**config.mk**
```make
export PLATFORM = sky130hd
export DESIGN_NAME = ifvm_top
export DESIGN_NICKNAME = d
export VERILOG_FILES = /design/src/ifvm_pkg.sv /design/src/ifvm_prio_enc.sv /design/src/ifvm_sticky.sv /design/src/ifvm_top.sv
export SDC_FILE = /design/constraint.sdc
export NUM_CORES = 1
export LEC_CHECK = 0
export BUFFER_PORTS_ARGS = -buffer_cell sky130_fd_sc_hd__buf_4
export CAP_MARGIN = 15
export CELL_PAD_IN_SITES_DETAIL_PLACEMENT = 1
export CELL_PAD_IN_SITES_GLOBAL_PLACEMENT = 1
export CORE_MARGIN = 1
export CORE_UTILIZATION = 40
export CTS_CLUSTER_DIAMETER = 200
export DETAILED_ROUTE_END_ITERATION = 16
export PLACE_DENSITY_LB_ADDON = 0.1
export SKIP_CTS_REPAIR_TIMING = 1
export SLEW_MARGIN = 15
export SYNTH_ARGS = -nofsm -noshare
export SYNTH_HDL_FRONTEND = slang
export SYNTH_HIERARCHICAL = 1
export SYNTH_SLANG_ARGS = --single-unit
```
**constraint.sdc**
```tcl
create_clock -name aclk -period 4 [get_ports aclk]
set_input_delay 0.4 -clock aclk [delete_from_list [all_inputs] [get_ports aclk]]
set_output_delay 0.4 -clock aclk [all_outputs]
set_load 0.01 [all_outputs]
```
**src/ifvm_pkg.sv**
```systemverilog
// Purpose: Shared constants and types for the interrupt flag and vector map block.
// Assumes: AXI4-Lite register access, one 20 MHz clock, synchronous active-low reset.
// Notes: Contract
package ifvm_pkg;

    localparam int unsigned N_SRC = 15;
    localparam int unsigned ADDR_W = 18;

    // Register indices; byte address is four times the index
    localparam logic [15:0] IDX_LOW = 16'hFE04;
    localparam logic [15:0] IDX_MID = 16'hFE05;
    localparam logic [15:0] IDX_HIGH = 16'hFE06;
    localparam logic [15:0] IDX_EVENT = 16'hFE10;
    localparam logic [15:0] IDX_MASK = 16'hFE11;
    localparam logic [15:0] IDX_VECTOR = 16'hFE12;
    localparam logic [ADDR_W-1:0] A_LOW = {IDX_LOW, 2'b00};
    localparam logic [ADDR_W-1:0] A_MID = {IDX_MID, 2'b00};
    localparam logic [ADDR_W-1:0] A_HIGH = {IDX_HIGH, 2'b00};
    localparam logic [ADDR_W-1:0] A_EVENT = {IDX_EVENT, 2'b00};
    localparam logic [ADDR_W-1:0] A_MASK = {IDX_MASK, 2'b00};
    localparam logic [ADDR_W-1:0] A_VECTOR = {IDX_VECTOR, 2'b00};

    // Reset values and bus answers
    localparam logic [15:1] MASK_RST = 15'h0000;
    localparam logic [1:0] RESP_OKAY = 2'b00;
    localparam logic [1:0] RESP_SLVERR = 2'b10;

    // Vector table: entry 0 is the software interrupt, entry n is source n
    localparam logic [15:0] VEC_RESET = 16'hFFFE;
    localparam logic [15:0][15:0] VEC_TAB = {
        16'hFFDE, 16'hFFE0, 16'hFFE2, 16'hFFE4, 16'hFFE6, 16'hFFE8, 16'hFFEA, 16'hFFEC,
        16'hFFEE, 16'hFFF0, 16'hFFF2, 16'hFFF4, 16'hFFF6, 16'hFFF8, 16'hFFFA, 16'hFFFC
    };

    typedef logic [N_SRC:1] ifvm_src_t;

    // Vector offered to the core
    typedef struct packed {
        logic valid;
        logic rst;
        logic [3:0] src;
        logic [15:0] addr;
    } ifvm_vec_t;

endpackage

```
**src/ifvm_prio_enc.sv**
```systemverilog
// Purpose: Fixed-priority pick of the pending entry with the lowest index.
// Assumes: Entry 0 is the software interrupt, entries 1..15 the sources.
// Notes: Lowest index means highest vector address, hence highest priority.
`timescale 1ns/10ps
`default_nettype none
module ifvm_prio_enc
    import ifvm_pkg::*;
(
    // Pending entries
    input wire logic [15:0] pend,
    // Selection
    output logic any,
    output logic [3:0] idx
);
    import ifvm_pkg::*;

    logic [16:0] below;
    logic [3:0] idx_or [17];

    assign below[0] = 1'b0;
    assign idx_or[0] = 4'h0;

    // Chain: an entry wins only when nothing below it is pending
    for (genvar i = 0; i < 16; i++) begin : g_pick
        wire hit = pend[i] & ~below[i];
        assign below[i+1] = below[i] | pend[i];
        assign idx_or[i+1] = idx_or[i] | (hit ? 4'(i) : 4'h0);
    end

    assign any = below[16];
    assign idx = idx_or[16];

endmodule
`default_nettype wire

```
**src/ifvm_sticky.sv**
```systemverilog
// Purpose: Sticky event bits set by a rising flag, cleared by a status read.
// Assumes: Clear is a one-cycle pulse from the bus read.
// Notes: A set in the clear cycle wins so no event is lost.
`timescale 1ns/10ps
`default_nettype none
module ifvm_sticky
    import ifvm_pkg::*;
(
    // Clock and reset
    input wire logic aclk,
    input wire logic aresetn,
    // Flags and clear
    input wire ifvm_pkg::ifvm_src_t flag,
    input wire logic clr,
    // Sticky status
    output ifvm_pkg::ifvm_src_t ev_ff
);
    import ifvm_pkg::*;

    ifvm_src_t flag_d_ff;

    // One bit per source: edge detect and hold
    for (genvar i = 1; i <= N_SRC; i++) begin : g_bit
        wire rise = flag[i] & ~flag_d_ff[i];
        wire nxt_ev = rise | (ev_ff[i] & ~clr);
        always_ff @(posedge aclk) begin
            if (!aresetn) begin
                ev_ff[i] <= 1'b0;
                flag_d_ff[i] <= 1'b0;
            end else begin
                ev_ff[i] <= nxt_ev;
                flag_d_ff[i] <= flag[i];
            end
        end
    end

endmodule
`default_nettype wire

```
**src/ifvm_top.sv**
```systemverilog
// Purpose: Pending-flag status registers and vector selection for the core.
// Assumes: Requests and enables are synchronous; core acknowledges the reset vector only.
// Notes: Status registers follow the enabled requests; event bits catch rising edges.
`timescale 1ns/10ps
`default_nettype none
module ifvm_top
    import ifvm_pkg::*;
(
    // Clock and reset
    input wire logic aclk,
    input wire logic aresetn,
    // AXI4-Lite write address and data
    input wire logic awvalid,
    output logic awready,
    input wire logic [ifvm_pkg::ADDR_W-1:0] awaddr,
    input wire logic [2:0] awprot,
    input wire logic wvalid,
    output logic wready,
    input wire logic [31:0] wdata,
    input wire logic [3:0] wstrb,
    // AXI4-Lite write response
    output logic bvalid,
    input wire logic bready,
    output logic [1:0] bresp,
    // AXI4-Lite read
    input wire logic arvalid,
    output logic arready,
    input wire logic [ifvm_pkg::ADDR_W-1:0] araddr,
    input wire logic [2:0] arprot,
    output logic rvalid,
    input wire logic rready,
    output logic [31:0] rdata,
    output logic [1:0] rresp,
    // Interrupt sources
    input wire ifvm_pkg::ifvm_src_t src_req,
    input wire ifvm_pkg::ifvm_src_t src_en,
    input wire logic software_interrupt,
    // Vector port to the core
    input wire logic vec_ack,
    output ifvm_pkg::ifvm_vec_t vec,
    output logic irq
);
    import ifvm_pkg::*;

    ////////////////////////////////////////////////////////////////////////
    // State
    ////////////////////////////////////////////////////////////////////////
    ifvm_src_t flag_ff;
    ifvm_src_t mask_ff;
    ifvm_src_t ev_w;
    ifvm_vec_t vec_ff;
    logic rst_pend_ff;
    logic irq_ff;
    logic awready_ff, wready_ff, bvalid_ff, arready_ff, rvalid_ff;
    logic [1:0] bresp_ff, rresp_ff;
    logic [31:0] rdata_ff;
    logic [ADDR_W-1:0] awaddr_ff;
    logic [31:0] wdata_ff;
    logic [3:0] wstrb_ff;

    ////////////////////////////////////////////////////////////////////////
    // Flags and events
    ////////////////////////////////////////////////////////////////////////
    // A flag follows its request gated by the source enable
    wire ifvm_src_t nxt_flag = src_req & src_en;

    always_ff @(posedge aclk) begin
        if (!aresetn) begin
            flag_ff <= '0;
        end else begin
            flag_ff <= nxt_flag;
        end
    end

    // Read of the event register clears it; taken on the address handshake
    wire ar_hs = arvalid & arready_ff;
    wire ev_clr = ar_hs & (araddr == A_EVENT);

    ifvm_sticky u_sticky (
        .aclk(aclk),
        .aresetn(aresetn),
        .flag(flag_ff),
        .clr(ev_clr),
        .ev_ff(ev_w)
    );

    // Level interrupt while an unmasked event is held
    wire nxt_irq = |(ev_w & mask_ff);

    ////////////////////////////////////////////////////////////////////////
    // Vector selection
    ////////////////////////////////////////////////////////////////////////
    // Entry 0 is the software interrupt, entries 1..15 the source flags
    wire [15:0] pend_w = {flag_ff, software_interrupt};
    wire pick_any;
    wire [3:0] pick_idx;

    ifvm_prio_enc u_enc (
        .pend(pend_w),
        .any(pick_any),
        .idx(pick_idx)
    );

    // Reset vector outranks everything until the core takes it
    wire rst_taken = vec_ack & vec_ff.rst;
    wire nxt_rst_pend = rst_pend_ff & ~rst_taken;
    wire [15:0] pick_addr = VEC_TAB[pick_idx];
    wire ifvm_vec_t nxt_vec = nxt_rst_pend ? ifvm_vec_t'{1'b1, 1'b1, 4'h0, VEC_RESET} :
        ifvm_vec_t'{pick_any, 1'b0, pick_idx, pick_any ? pick_addr : 16'h0000};

    always_ff @(posedge aclk) begin
        if (!aresetn) begin
            rst_pend_ff <= 1'b1;
            vec_ff <= '{1'b1, 1'b1, 4'h0, VEC_RESET};
            irq_ff <= 1'b0;
        end else begin
            rst_pend_ff <= nxt_rst_pend;
            vec_ff <= nxt_vec;
            irq_ff <= nxt_irq;
        end
    end

    ////////////////////////////////////////////////////////////////////////
    // Register read decode
    ////////////////////////////////////////////////////////////////////////
    // Status bytes; writes never reach them, so they stay read only
    wire [7:0] low_byte = {flag_ff[6:1], 2'b00};
    wire [7:0] mid_byte = flag_ff[14:7];
    wire [7:0] high_byte = {7'h00, flag_ff[15]};
    wire hit_low = (araddr == A_LOW);
    wire hit_mid = (araddr == A_MID);
    wire hit_high = (araddr == A_HIGH);
    wire hit_ev = (araddr == A_EVENT);
    wire hit_mask = (araddr == A_MASK);
    wire hit_vec = (araddr == A_VECTOR);
    wire rd_mapped = hit_low | hit_mid | hit_high | hit_ev | hit_mask | hit_vec;
    wire [31:0] rd_mux =
        hit_low ? {24'h0000_00, low_byte} :
        hit_mid ? {24'h0000_00, mid_byte} :
        hit_high ? {24'h0000_00, high_byte} :
        hit_ev ? {16'h0000, ev_w, 1'b0} :
        hit_mask ? {16'h0000, mask_ff, 1'b0} :
        hit_vec ? {10'h000, vec_ff} : 32'h0000_0000;

    ////////////////////////////////////////////////////////////////////////
    // Read channel
    ////////////////////////////////////////////////////////////////////////
    // One read in flight: address refused while the answer waits
    wire r_hs = rvalid_ff & rready;

    always_ff @(posedge aclk) begin
        if (!aresetn) begin
            arready_ff <= 1'b1;
            rvalid_ff <= 1'b0;
            rdata_ff <= 32'h0000_0000;
            rresp_ff <= RESP_OKAY;
        end else if (ar_hs) begin
            arready_ff <= 1'b0;
            rvalid_ff <= 1'b1;
            rdata_ff <= rd_mux;
            rresp_ff <= rd_mapped ? RESP_OKAY : RESP_SLVERR;
        end else if (r_hs) begin
            arready_ff <= 1'b1;
            rvalid_ff <= 1'b0;
        end
    end

    ////////////////////////////////////////////////////////////////////////
    // Write channel
    ////////////////////////////////////////////////////////////////////////
    // Address and data are taken in either order, then answered together
    wire aw_hs = awvalid & awready_ff;
    wire w_hs = wvalid & wready_ff;
    wire b_hs = bvalid_ff & bready;
    wire wr_go = ~awready_ff & ~wready_ff & ~bvalid_ff;
    wire wr_mask = (awaddr_ff == A_MASK);
    wire wr_ro = (awaddr_ff == A_LOW) | (awaddr_ff == A_MID) | (awaddr_ff == A_HIGH) |
        (awaddr_ff == A_EVENT) | (awaddr_ff == A_VECTOR);
    wire [1:0] nxt_bresp = (wr_mask | wr_ro) ? RESP_OKAY : RESP_SLVERR;
    wire [15:0] mask_wr = {wstrb_ff[1] ? wdata_ff[15:8] : mask_ff[15:8],
                           wstrb_ff[0] ? wdata_ff[7:0] : {mask_ff[7:1], 1'b0}};

    always_ff @(posedge aclk) begin
        if (!aresetn) begin
            awready_ff <= 1'b1;
            awaddr_ff <= '0;
        end else if (aw_hs) begin
            awready_ff <= 1'b0;
            awaddr_ff <= awaddr;
        end else if (b_hs) begin
            awready_ff <= 1'b1;
        end
    end

    always_ff @(posedge aclk) begin
        if (!aresetn) begin
            wready_ff <= 1'b1;
            wdata_ff <= 32'h0000_0000;
            wstrb_ff <= 4'h0;
        end else if (w_hs) begin
            wready_ff <= 1'b0;
            wdata_ff <= wdata;
            wstrb_ff <= wstrb;
        end else if (b_hs) begin
            wready_ff <= 1'b1;
        end
    end

    // Response and the only writable register
    always_ff @(posedge aclk) begin
        if (!aresetn) begin
            bvalid_ff <= 1'b0;
            bresp_ff <= RESP_OKAY;
            mask_ff <= MASK_RST;
        end else if (wr_go) begin
            bvalid_ff <= 1'b1;
            bresp_ff <= nxt_bresp;
            if (wr_mask) begin
                mask_ff <= mask_wr[15:1];
            end
        end else if (b_hs) begin
            bvalid_ff <= 1'b0;
        end
    end

    ////////////////////////////////////////////////////////////////////////
    // Outputs
    ////////////////////////////////////////////////////////////////////////
    assign awready = awready_ff;
    assign wready = wready_ff;
    assign bvalid = bvalid_ff;
    assign bresp = bresp_ff;
    assign arready = arready_ff;
    assign rvalid = rvalid_ff;
    assign rdata = rdata_ff;
    assign rresp = rresp_ff;
    assign vec = vec_ff;
    assign irq = irq_ff;

    ////////////////////////////////////////////////////////////////////////
    // Assertions
    ////////////////////////////////////////////////////////////////////////
    // Helpers: source of the offered vector and the entries below it
    wire src_vec = vec_ff.valid & ~vec_ff.rst;
    wire [15:0] below_mask = ~(16'hFFFF << vec_ff.src);
endmodule
`default_nettype wire

```
==> metrics, run 1 <==
outcome=finished, final reports clean; fin nets=901; register area=2720 µm²; ys flop type=dfxtp_1; # Max-Cap Violations=0; pwr/cell area=463 nW/µm²; via count=5175; critical path's slowest cell=o311ai_1; CTS tree=built; unrepaired setup endpoints after global routing=false; Worst path top cell family by delay=compound AO/OA/AOI/OAI gates; Post-route DRC=0; Final HPWL DP=12.4 mm; Max stage delay on crit path=0.59 ns; Post-Syn Area=5840 µm²; Post-synth EDFFs=0; Cell Count, Final, Fillers Out=roughly 980; multi-input logic area=2770 µm²; core area=14000 µm²; CTS root buffer=clkbuf_16; post-synth top area share=46.6%; placed cell count=943; row cnt=43; dominant cells by area after synthesis=dfxtp_1, nand2_1, a21oi_1; grt total ovfl=0; layout cells sized above 1=26.8%; CTS HTree Levels=4; first-pass GRT wire length=26.4 mm; Tmin final=2.40 ns; fill count=1618; initial drt markers=290; Hold Vio Cnt, Final=0; Max clock buf depth=2; leakage power=0.00312 µW; most instantiated cells after synthesis=dfxtp_1, nand2_1, a21oi_1; die height=123 µm; Boundary Pins=181; synthesized area per cell=8.85 µm²; CP required=4.28 ns; DRT antenna net count=0; Post-Syn Instances=between 600 and 700; Initial Util=a little over two fifths; Die Area=between 15000 and 20000 µm²; Routed WL=17.1 mm; Final period util=about three fifths; register area share after synthesis=between 40% and 50%; maximum vdd ir drop=299 µV; vias per cell=roughly 5.3; most common cell in the netlist=dfxtp_1; largest net degree at the start of global routing=between 50 and 60; Post-Route Setup TNS=0 ns; clock buffer count from CTS=17; vias in the first global route=between 5000 and 6000; Finish-stage setup viols=0; worst path cell trace=nor4_2 -> and3b_1 -> nor4_1 -> o311ai_1 -> ha_1 -> a21oi_1 -> a31oi_1 -> o21ai_0; skew final=0.00810 ns; synthesis-stage register bit count=136; WP data arrival=2.68 ns; worst setup path class=flip-flop to flip-flop; endpoint class of the critical path=flip-flop; Final Max Tran Viols=0; antenna cells=0; dominant cell type by area after synthesis=dfxtp_1; Clock Latency Late Sink=about 0.42 ns; crit path launch type=flip-flop; Crit Path Max Fanout=6; routability-driven placement congestion ratio=0.827; number of port buffers=142; Die W=123 µm; clk slew on worst S/H paths=0.06 ns; Cell variety after synth=63; Slew HR=42.6%; asr flop ratio synth=0%; Hold WS=0.206 ns; Worst-Margin Slew=0.859 ns; all-layer global routing usage=23.4%; initial antenna violation count=0; Ys Warns=6; Min-Delay Path Class=input pin to flip-flop; drt wl/cell=~18 µm; f_max=417 MHz; CP Buf/Inv Count=0; drt pass-1 iters=4; CTS sink count=between 100 and 150; synthesis-to-finish area growth=29.2%
==> flip-flops by register name (all words and copies together) (netlist names), 2 cells and up <==
| signal | count |
|---|---|
| wstrb_ff | 2 |
| rdata | 22 |
| vec | 11 |
| flag_ff | 15 |
| awaddr_ff | 18 |
| wdata_ff | 15 |
| u_sticky/ev_ff | 15 |
| mask_ff | 15 |
| u_sticky/flag_d_ff | 15 |
==> layout make-up <==
cell class              count  area share, %
clock inverters            15           2.98
well taps                 180           2.98
clock buffers              17           5.64
multi-input cells         458           36.7
repair buffers            146           14.5
inverters                  23           1.14
flip-flops and latches    136           36.1
==> stage by stage <==
step	utilization, %	setup WS (ns)	cell area, µm²	total power [µW]
6_report	53.8	1.60	7550	3500
2_1_floorplan	-	2.04	5890	1660
3_3_place_gp	49.1	1.46	6900	1790
3_5_place_dp	49.1	1.39	6900	1800
5_1_grt	53.8	1.41	7550	3620
4_1_cts	53.8	1.58	7550	3530
==> path summary, 6_finish.rpt <==
kind	start	to	slack [ns]	cells after the start
min	src_en[6]	flag_ff[6]	0.21	2
max	flag_ff[3]	vec[4]	1.60	8
max reg2reg	flag_ff[3]	vec[4]	1.60	8
min reg2reg	awaddr_ff[8]	awaddr_ff[8]	0.45	2
==> cell usage in the layout, fill, tap and decap left out, drive strengths merged, types with 2 or more instances in the layout <==
cell type	count
buf	146
dfxtp	136
nand2	126
a21oi	65
nand2b	36
inv	24
o21ai	23
and2	23
and3	18
clkbuf	17
a21boi	17
mux2i	15
nor4	14
conb	13
nor2	12
o32ai	12
nand3	11
nand4	9
nor2b	8
a221oi	8
nor3	5
bufinv	5
clkinv	5
or4	4
clkinvlp	4
a2111oi	3
a31oi	3
nand4bb	3
o2111ai	2
nand4b	2
a32oi	2
a22o	2
a22oi	2
ha	2
==> routing by layer <==
metal  routed length, µm  up-vias  track usage (%)
met2                8300      153             39.0
met5                   0        -                0
li1                    -     2503                -
met4                 259        0             7.24
met3                 904       20             6.74
met1                7610     2499             29.1
==> worst register-to-register path, stage by stage, from the launching register on <==
cell      delay, ns
dfxtp_1        0.38
nor4_2         0.40
and3b_1        0.21
nor4_1         0.05
o311ai_1       0.60
ha_1           0.31
a21oi_1        0.08
a31oi_1        0.16
o21ai_0        0.09
==> power by group <==
part	leakage, µW	internal (µW)	total [µW]	switching, µW
Sequential	0.00111	1410	1460	51.3
Combinational	0.00171	150	315	165
Clock	0.000306	1110	1720	610
Total	0.00312	2670	3500	826
==> cell families (layout without fill, tap and decap cells) <==
logic type | Yosys count | in the layout | share of synthesized area, %
buffers and inverters | 78 | 201 | 6.81
AOI/OAI and AO/OA | 145 | 145 | 16.1
and+or+nand+nor | 282 | 282 | 27.2
adders and majority gates | 2 | 2 | 0.428
xor gates and xnor gates | 1 | 1 | 0.150
DFF | 136 | 136 | 46.6
muxes | 15 | 15 | 2.57
other | 1 | 13 | 0.0642
(Power assumes the default switching activity.)
==> run 2, diff against run 1 <==
--- a/config.mk
+++ b/config.mk
@@ -10,7 +10,7 @@
 export CELL_PAD_IN_SITES_DETAIL_PLACEMENT = 1
 export CELL_PAD_IN_SITES_GLOBAL_PLACEMENT = 1
 export CORE_MARGIN = 1
-export CORE_UTILIZATION = 40
+export CORE_UTILIZATION = 38
 export CTS_CLUSTER_DIAMETER = 200
 export DETAILED_ROUTE_END_ITERATION = 16
 export PLACE_DENSITY_LB_ADDON = 0.1
==> constraint.sdc (replaced) <==
create_clock -name aclk -period 2.3 [get_ports aclk]
set_input_delay 0.23 -clock aclk [delete_from_list [all_inputs] [get_ports aclk]]
set_output_delay 0.23 -clock aclk [all_outputs]
set_load 0.01 [all_outputs]
==> run 2 against run 1 <==
Net effect:
- clock-buffer cell count rose by 2
- clock power rose by 47%
- first-iteration DRC count fell by 12%
- core utilization fell by 2.3 points
- maximum frequency rose by 9.8%
- combinational power rose by 81%
- sequential cell count did not move
- non-clock buffer count rose by 18
- sequential share of layout area fell by 0.23 points
- cell count rose by 2.3%
- routed wire length rose by 2.0%
- register-to-register slack got worse by 1.5 ns
==> metrics, run 2 (synthesized netlist as in run 1, its figures left out) <==
first-pass GRT wire length=27.1 mm; FF-to-FF End=vec[4]; number of port buffers=approximately 140; via count=about 5200; CP Buf/Inv Count=0; Post-route DRC=0; Boundary Pins=~180; FF-to-FF Start=flag_ff[3]; # Max-Cap Violations=0; WHS Path Cells=2; hold endpoint=flag_ff[5]; die height=126 µm; critical path's slowest cell=o311ai_1; largest net degree at the start of global routing=45; layout cells sized above 1=between 20 and 30%; synthesis-to-finish area growth=30.0%; fill count=1736; drt wl/cell=17.5 µm; DRT antenna net count=0; Final period util=94.9%; CP required=2.60 ns; routability-driven placement congestion ratio=0.845; Cell Count, Final, Fillers Out=997; commonest non-fill, non-tap cell in the layout=buf_4; most frequent cells in the layout=buf_4, dfxtp_1, nand2_1; worst setup path class=flip-flop to flip-flop; Die Area=15900 µm²; vias in the first global route=5198; Worst-Margin Slew=0.641 ns; CTS HTree Levels=4; Max stage delay on crit path=approximately 0.43 ns; drt pass-1 iters=7; fin nets=919; skew final=0.00628 ns; Final Max Tran Viols=0; Min-Delay Path Class=input pin to flip-flop; Routed WL=17.4 mm; WP data arrival=2.48 ns; Crit Path Max Fanout=6; Tmin final=between 2 and 2.5 ns; CTS root buffer=clkbuf_16; Hold Vio Cnt, Final=0; Hold WS=0.0275 ns; Die W=~130 µm; clk slew on worst S/H paths=0.06 ns; antenna cells=0; pwr/cell area=around 740 nW/µm²; Final HPWL DP=13.1 mm; worst hold path startpoint=src_en[5]; outcome=finished, final reports clean; placed cell count=roughly 970; initial drt markers=254; Worst path top cell family by delay=compound AO/OA/AOI/OAI gates; grt total ovfl=0; Slew HR=57.3%; crit path launch type=flip-flop; R2R setup slack=~0.12 ns; CTS sink count=approximately 140; r2r worst-path depth=8; core area=14800 µm²; initial antenna violation count=0; Clock Latency Late Sink=0.43 ns; Initial Util=39.6%; register area=2720 µm²; multi-input logic area=2770 µm²; Max clock buf depth=2; CTS tree=built; unrepaired setup endpoints after global routing=false; vias per cell=5.21; max reg flops=22; all-layer global routing usage=between 20 and 25%; endpoint class of the critical path=flip-flop; clock buffer count from CTS=17; maximum vdd ir drop=529 µV; row cnt=44; leakage power=0.00316 µW; Finish-stage setup viols=0; Post-Route Setup TNS=0 ns; f_max=458 MHz; worst path cell trace=nor4_2 -> and3b_1 -> nor4_1 -> o311ai_1 -> ha_1 -> a21oi_1 -> a31oi_1 -> o21ai_0
## run 2: cell types whose count changed in the layout (fill, tap and decap cells not counted), sizes merged
cell / previous run / this run
bufinv: 5 / 0
clkinv: 5 / 6
buf: 146 / 164
clkinvlp: 4 / 6
clkbuf: 17 / 19
## run 2: routing by layer
metal	vias to the layer above	track usage [%]	share of wire [%]
li1	2540	-	-
met1	2489	29.2	47
met2	149	36.5	47
met3	13	5.01	5.1
met4	0	6.80	1.1
met5	-	0	0
## run 2: power by group
part | internal, µW | switching [µW] | leakage [µW]
Sequential | 2450 | 83.4 | 0.00111
Combinational | 274 | 297 | 0.00180
Clock | 1440 | 1080 | 0.000254
## run 2: how the worst max path moves through the flow
| stage | startpoint | end | slack, ns | cells past startpoint |
|---|---|---|---|---|
| finish | flag_ff[3] | vec[4] | 0.12 | 8 |
| global route | flag_ff[3] | vec[4] | 0.01 | 8 |
| CTS | flag_ff[0] | vec[4] | -0.02 | 8 |
| detailed placement | software_interrupt | vec[4] | -0.08 | 9 |
| global placement | software_interrupt | vec[4] | 0.03 | 9 |
| floorplan | flag_ff[3] | vec[4] | 0.34 | 8 |
## run 2: cell type report
type | count | area share (%)
clock buffer | 19 | 5.96
clock inverter | 13 | 1.30
inverter | 23 | 1.14
multi-input combinational | 458 | 36.5
sequential | 136 | 35.8
tap | 184 | 3.03
timing repair buffer | 164 | 16.2
## run 2: through the flow
| stage | util, % | setup slack [ns] | total power, µW | area [µm²] |
|---|---|---|---|---|
| final | 51.5 | 0.117 | 5620 | 7600 |
| after global routing | 51.5 | 0.0115 | 5840 | 7600 |
| after detailed placement | 47.7 | -0.0778 | 3160 | 7040 |
| after global placement | 47.7 | 0.0280 | 3130 | 7040 |
| after CTS | 51.4 | -0.0210 | 5670 | 7590 |
| after floorplan | - | 0.339 | 2880 | 5890 |
==> run 3, diff against run 2 <==
--- a/config.mk
+++ b/config.mk
@@ -10,7 +10,7 @@
 export CELL_PAD_IN_SITES_DETAIL_PLACEMENT = 1
 export CELL_PAD_IN_SITES_GLOBAL_PLACEMENT = 1
 export CORE_MARGIN = 1
-export CORE_UTILIZATION = 38
+export CORE_UTILIZATION = 37
 export CTS_CLUSTER_DIAMETER = 200
 export DETAILED_ROUTE_END_ITERATION = 16
 export PLACE_DENSITY_LB_ADDON = 0.1
@@ -18,5 +18,4 @@
 export SLEW_MARGIN = 15
 export SYNTH_ARGS = -nofsm -noshare
 export SYNTH_HDL_FRONTEND = slang
-export SYNTH_HIERARCHICAL = 1
 export SYNTH_SLANG_ARGS = --single-unit
==> run 3 against run 2 <==
Net effect:
- register-to-register slack improved by 0.04 ns
- sequential cell count stayed put
- via count decreased by 5.3%
- largest cell class is now sequential cells
- largest power group unchanged
- highest routed layer unchanged
==> metrics, run 3 <==
Hold Vio Cnt, Final=0; WHS Path Cells=2; maximum vdd ir drop=roughly 550 µV; drt pass-1 iters=4; Post-route DRC=0; worst hold path startpoint=src_en[13]; initial drt markers=222; core area=14600 µm²; most instantiated cells after synthesis=dfxtp_1, nand2_1, a21boi_0; Post-synth EDFFs=0; most frequent cells in the layout=buf_4, dfxtp_1, nand2_1; vias per cell=roughly 5.2; r2r worst-path depth=8; antenna cells=0; synthesis-stage register bit count=136; Tmin final=2.15 ns; all-layer global routing usage=21.5%; leakage power=0.00318 µW; commonest non-fill, non-tap cell in the layout=buf_4; FF-to-FF End=vec[3]; clock buffer count from CTS=17; worst setup path class=flip-flop to flip-flop; fill count=roughly 1700; synthesis-to-finish area growth=29.7%; CP required=2.61 ns; DRT antenna net count=0; most common cell in the netlist=dfxtp_1; f_max=between 400 and 500 MHz; synthesized area per cell=8.90 µm²; Initial Util=38.1%; clk slew on worst S/H paths=0.05 ns; Post-Syn Area=about 5600 µm²; register area share after synthesis=48.9%; WP data arrival=2.45 ns; FF-to-FF Start=flag_ff[8]; unrepaired setup endpoints after global routing=false; Worst-Margin Slew=0.660 ns; CTS root buffer=clkbuf_16; # Max-Cap Violations=0; Hold WS=roughly 0.036 ns; dominant cell type by area after synthesis=dfxtp_1; largest net degree at the start of global routing=45; routability-driven placement congestion ratio=just under 0.9; ys flop type=dfxtp_1; initial antenna violation count=0; Cell variety after synth=between 50 and 60; fin nets=877; layout cells sized above 1=25.0%; Finish-stage setup viols=0; Final period util=about 93%; vias in the first global route=5100; grt total ovfl=0; Crit Path Max Fanout=6; Final Max Tran Viols=0; Die W=125 µm; Boundary Pins=181; via count=4915; R2R setup slack=0.15 ns; Clock Latency Late Sink=roughly 0.42 ns; row cnt=44; asr flop ratio synth=0%; max reg flops=22; CTS sink count=136; CTS tree=built; Slew HR=roughly 56%; Post-Syn Instances=625; Final HPWL DP=12.0 mm; first-pass GRT wire length=26.1 mm; Post-Route Setup TNS=0 ns; drt wl/cell=16.9 µm; skew final=between 0.006 and 0.007 ns; die height=125 µm; Routed WL=about 16 mm; post-synth top area share=48.9%; Ys Warns=0; outcome=finished, final reports clean; pwr/cell area=746 nW/µm²; crit path launch type=flip-flop; number of port buffers=142; endpoint class of the critical path=flip-flop; dominant cells by area after synthesis=dfxtp_1, nand2_1, a21boi_0; Max clock buf depth=2; hold endpoint=flag_ff[13]; Die Area=15500 µm²; Min-Delay Path Class=input pin to flip-flop; CTS HTree Levels=4
## run 3: cells by family (layout without fill, tap and decap cells)
logic type	count (synthesis)	count (layout)	share of synthesized area, %
AOI/OAI and AO/OA	146	146	17.8
xor gates and xnor gates	1	1	0.157
adders and majority gates	2	2	0.450
buffers and inverters	76	207	6.81
DFF	136	136	48.9
muxes	16	16	2.88
other	1	13	0.0674
and+or+nand+nor	247	247	23.0
## run 3: routing by layer
layer / routed length (µm) / vias up / GRT usage [%]
met5: 0 / - / 0
met4: 276 / 0 / 7.94
met3: 605 / 24 / 4.98
met2: 7960 / 103 / 36.6
met1: 7290 / 2380 / 26.2
li1: - / 2408 / -
## run 3: cell type report
type                            instances  area [µm²]  area share, %
Sequential cell                       136        2720           37.7
Multi-Input combinational cell        425        2510           34.8
Timing Repair Buffer                  156        1170           16.2
Clock buffer                           24         472           6.53
Tap cell                              184         230           3.19
Inverter                               22        82.6           1.14
Clock inverter                          5        25.0          0.347
## run 3: power breakdown
group / internal (µW) / total, µW / switching [µW] / leakage [µW]
registers: 2460 / 2540 / 81.9 / 0.00111
logic: 255 / 520 / 265 / 0.00182
clock network: 1400 / 2320 / 922 / 0.000249
## run 3: worst max-delay path, cell delays in order (launching register included)
cell and delay (ns):
dfxtp_1 0.37, nor4_2 0.36, nand3_1 0.15, or3_1 0.36, o211a_1 0.17, inv_1 0.09
ha_1 0.18, a21oi_1 0.05, a311o_1 0.31
## run 3: how the worst max path moves through the flow
| stage | slack [ns] | depth (start not counted) | startpoint | to |
|---|---|---|---|---|
| 2_1_floorplan | 0.08 | 8 | flag_ff[1] | vec[3] |
| 3_3_place_gp | 0.13 | 8 | flag_ff[8] | vec[3] |
| 3_5_place_dp | 0.03 | 8 | flag_ff[8] | vec[3] |
| 4_1_cts | 0.02 | 8 | flag_ff[8] | vec[3] |
| 5_1_grt | 0.05 | 8 | flag_ff[4] | vec[3] |
| 6_report | 0.15 | 8 | flag_ff[8] | vec[3] |
## run 3: metrics by stage
stage               cells  util [%]  total power, µW  setup WS, ns  cell area [µm²]
floorplan             637         -             2850        0.0752             5610
global placement      923      46.0             3090         0.129             6720
detailed placement    923      46.0             3110        0.0291             6720
CTS                   952      49.4             5440        0.0205             7210
global route          952      49.5             5600        0.0468             7220
finish                952      49.5             5380         0.153             7220
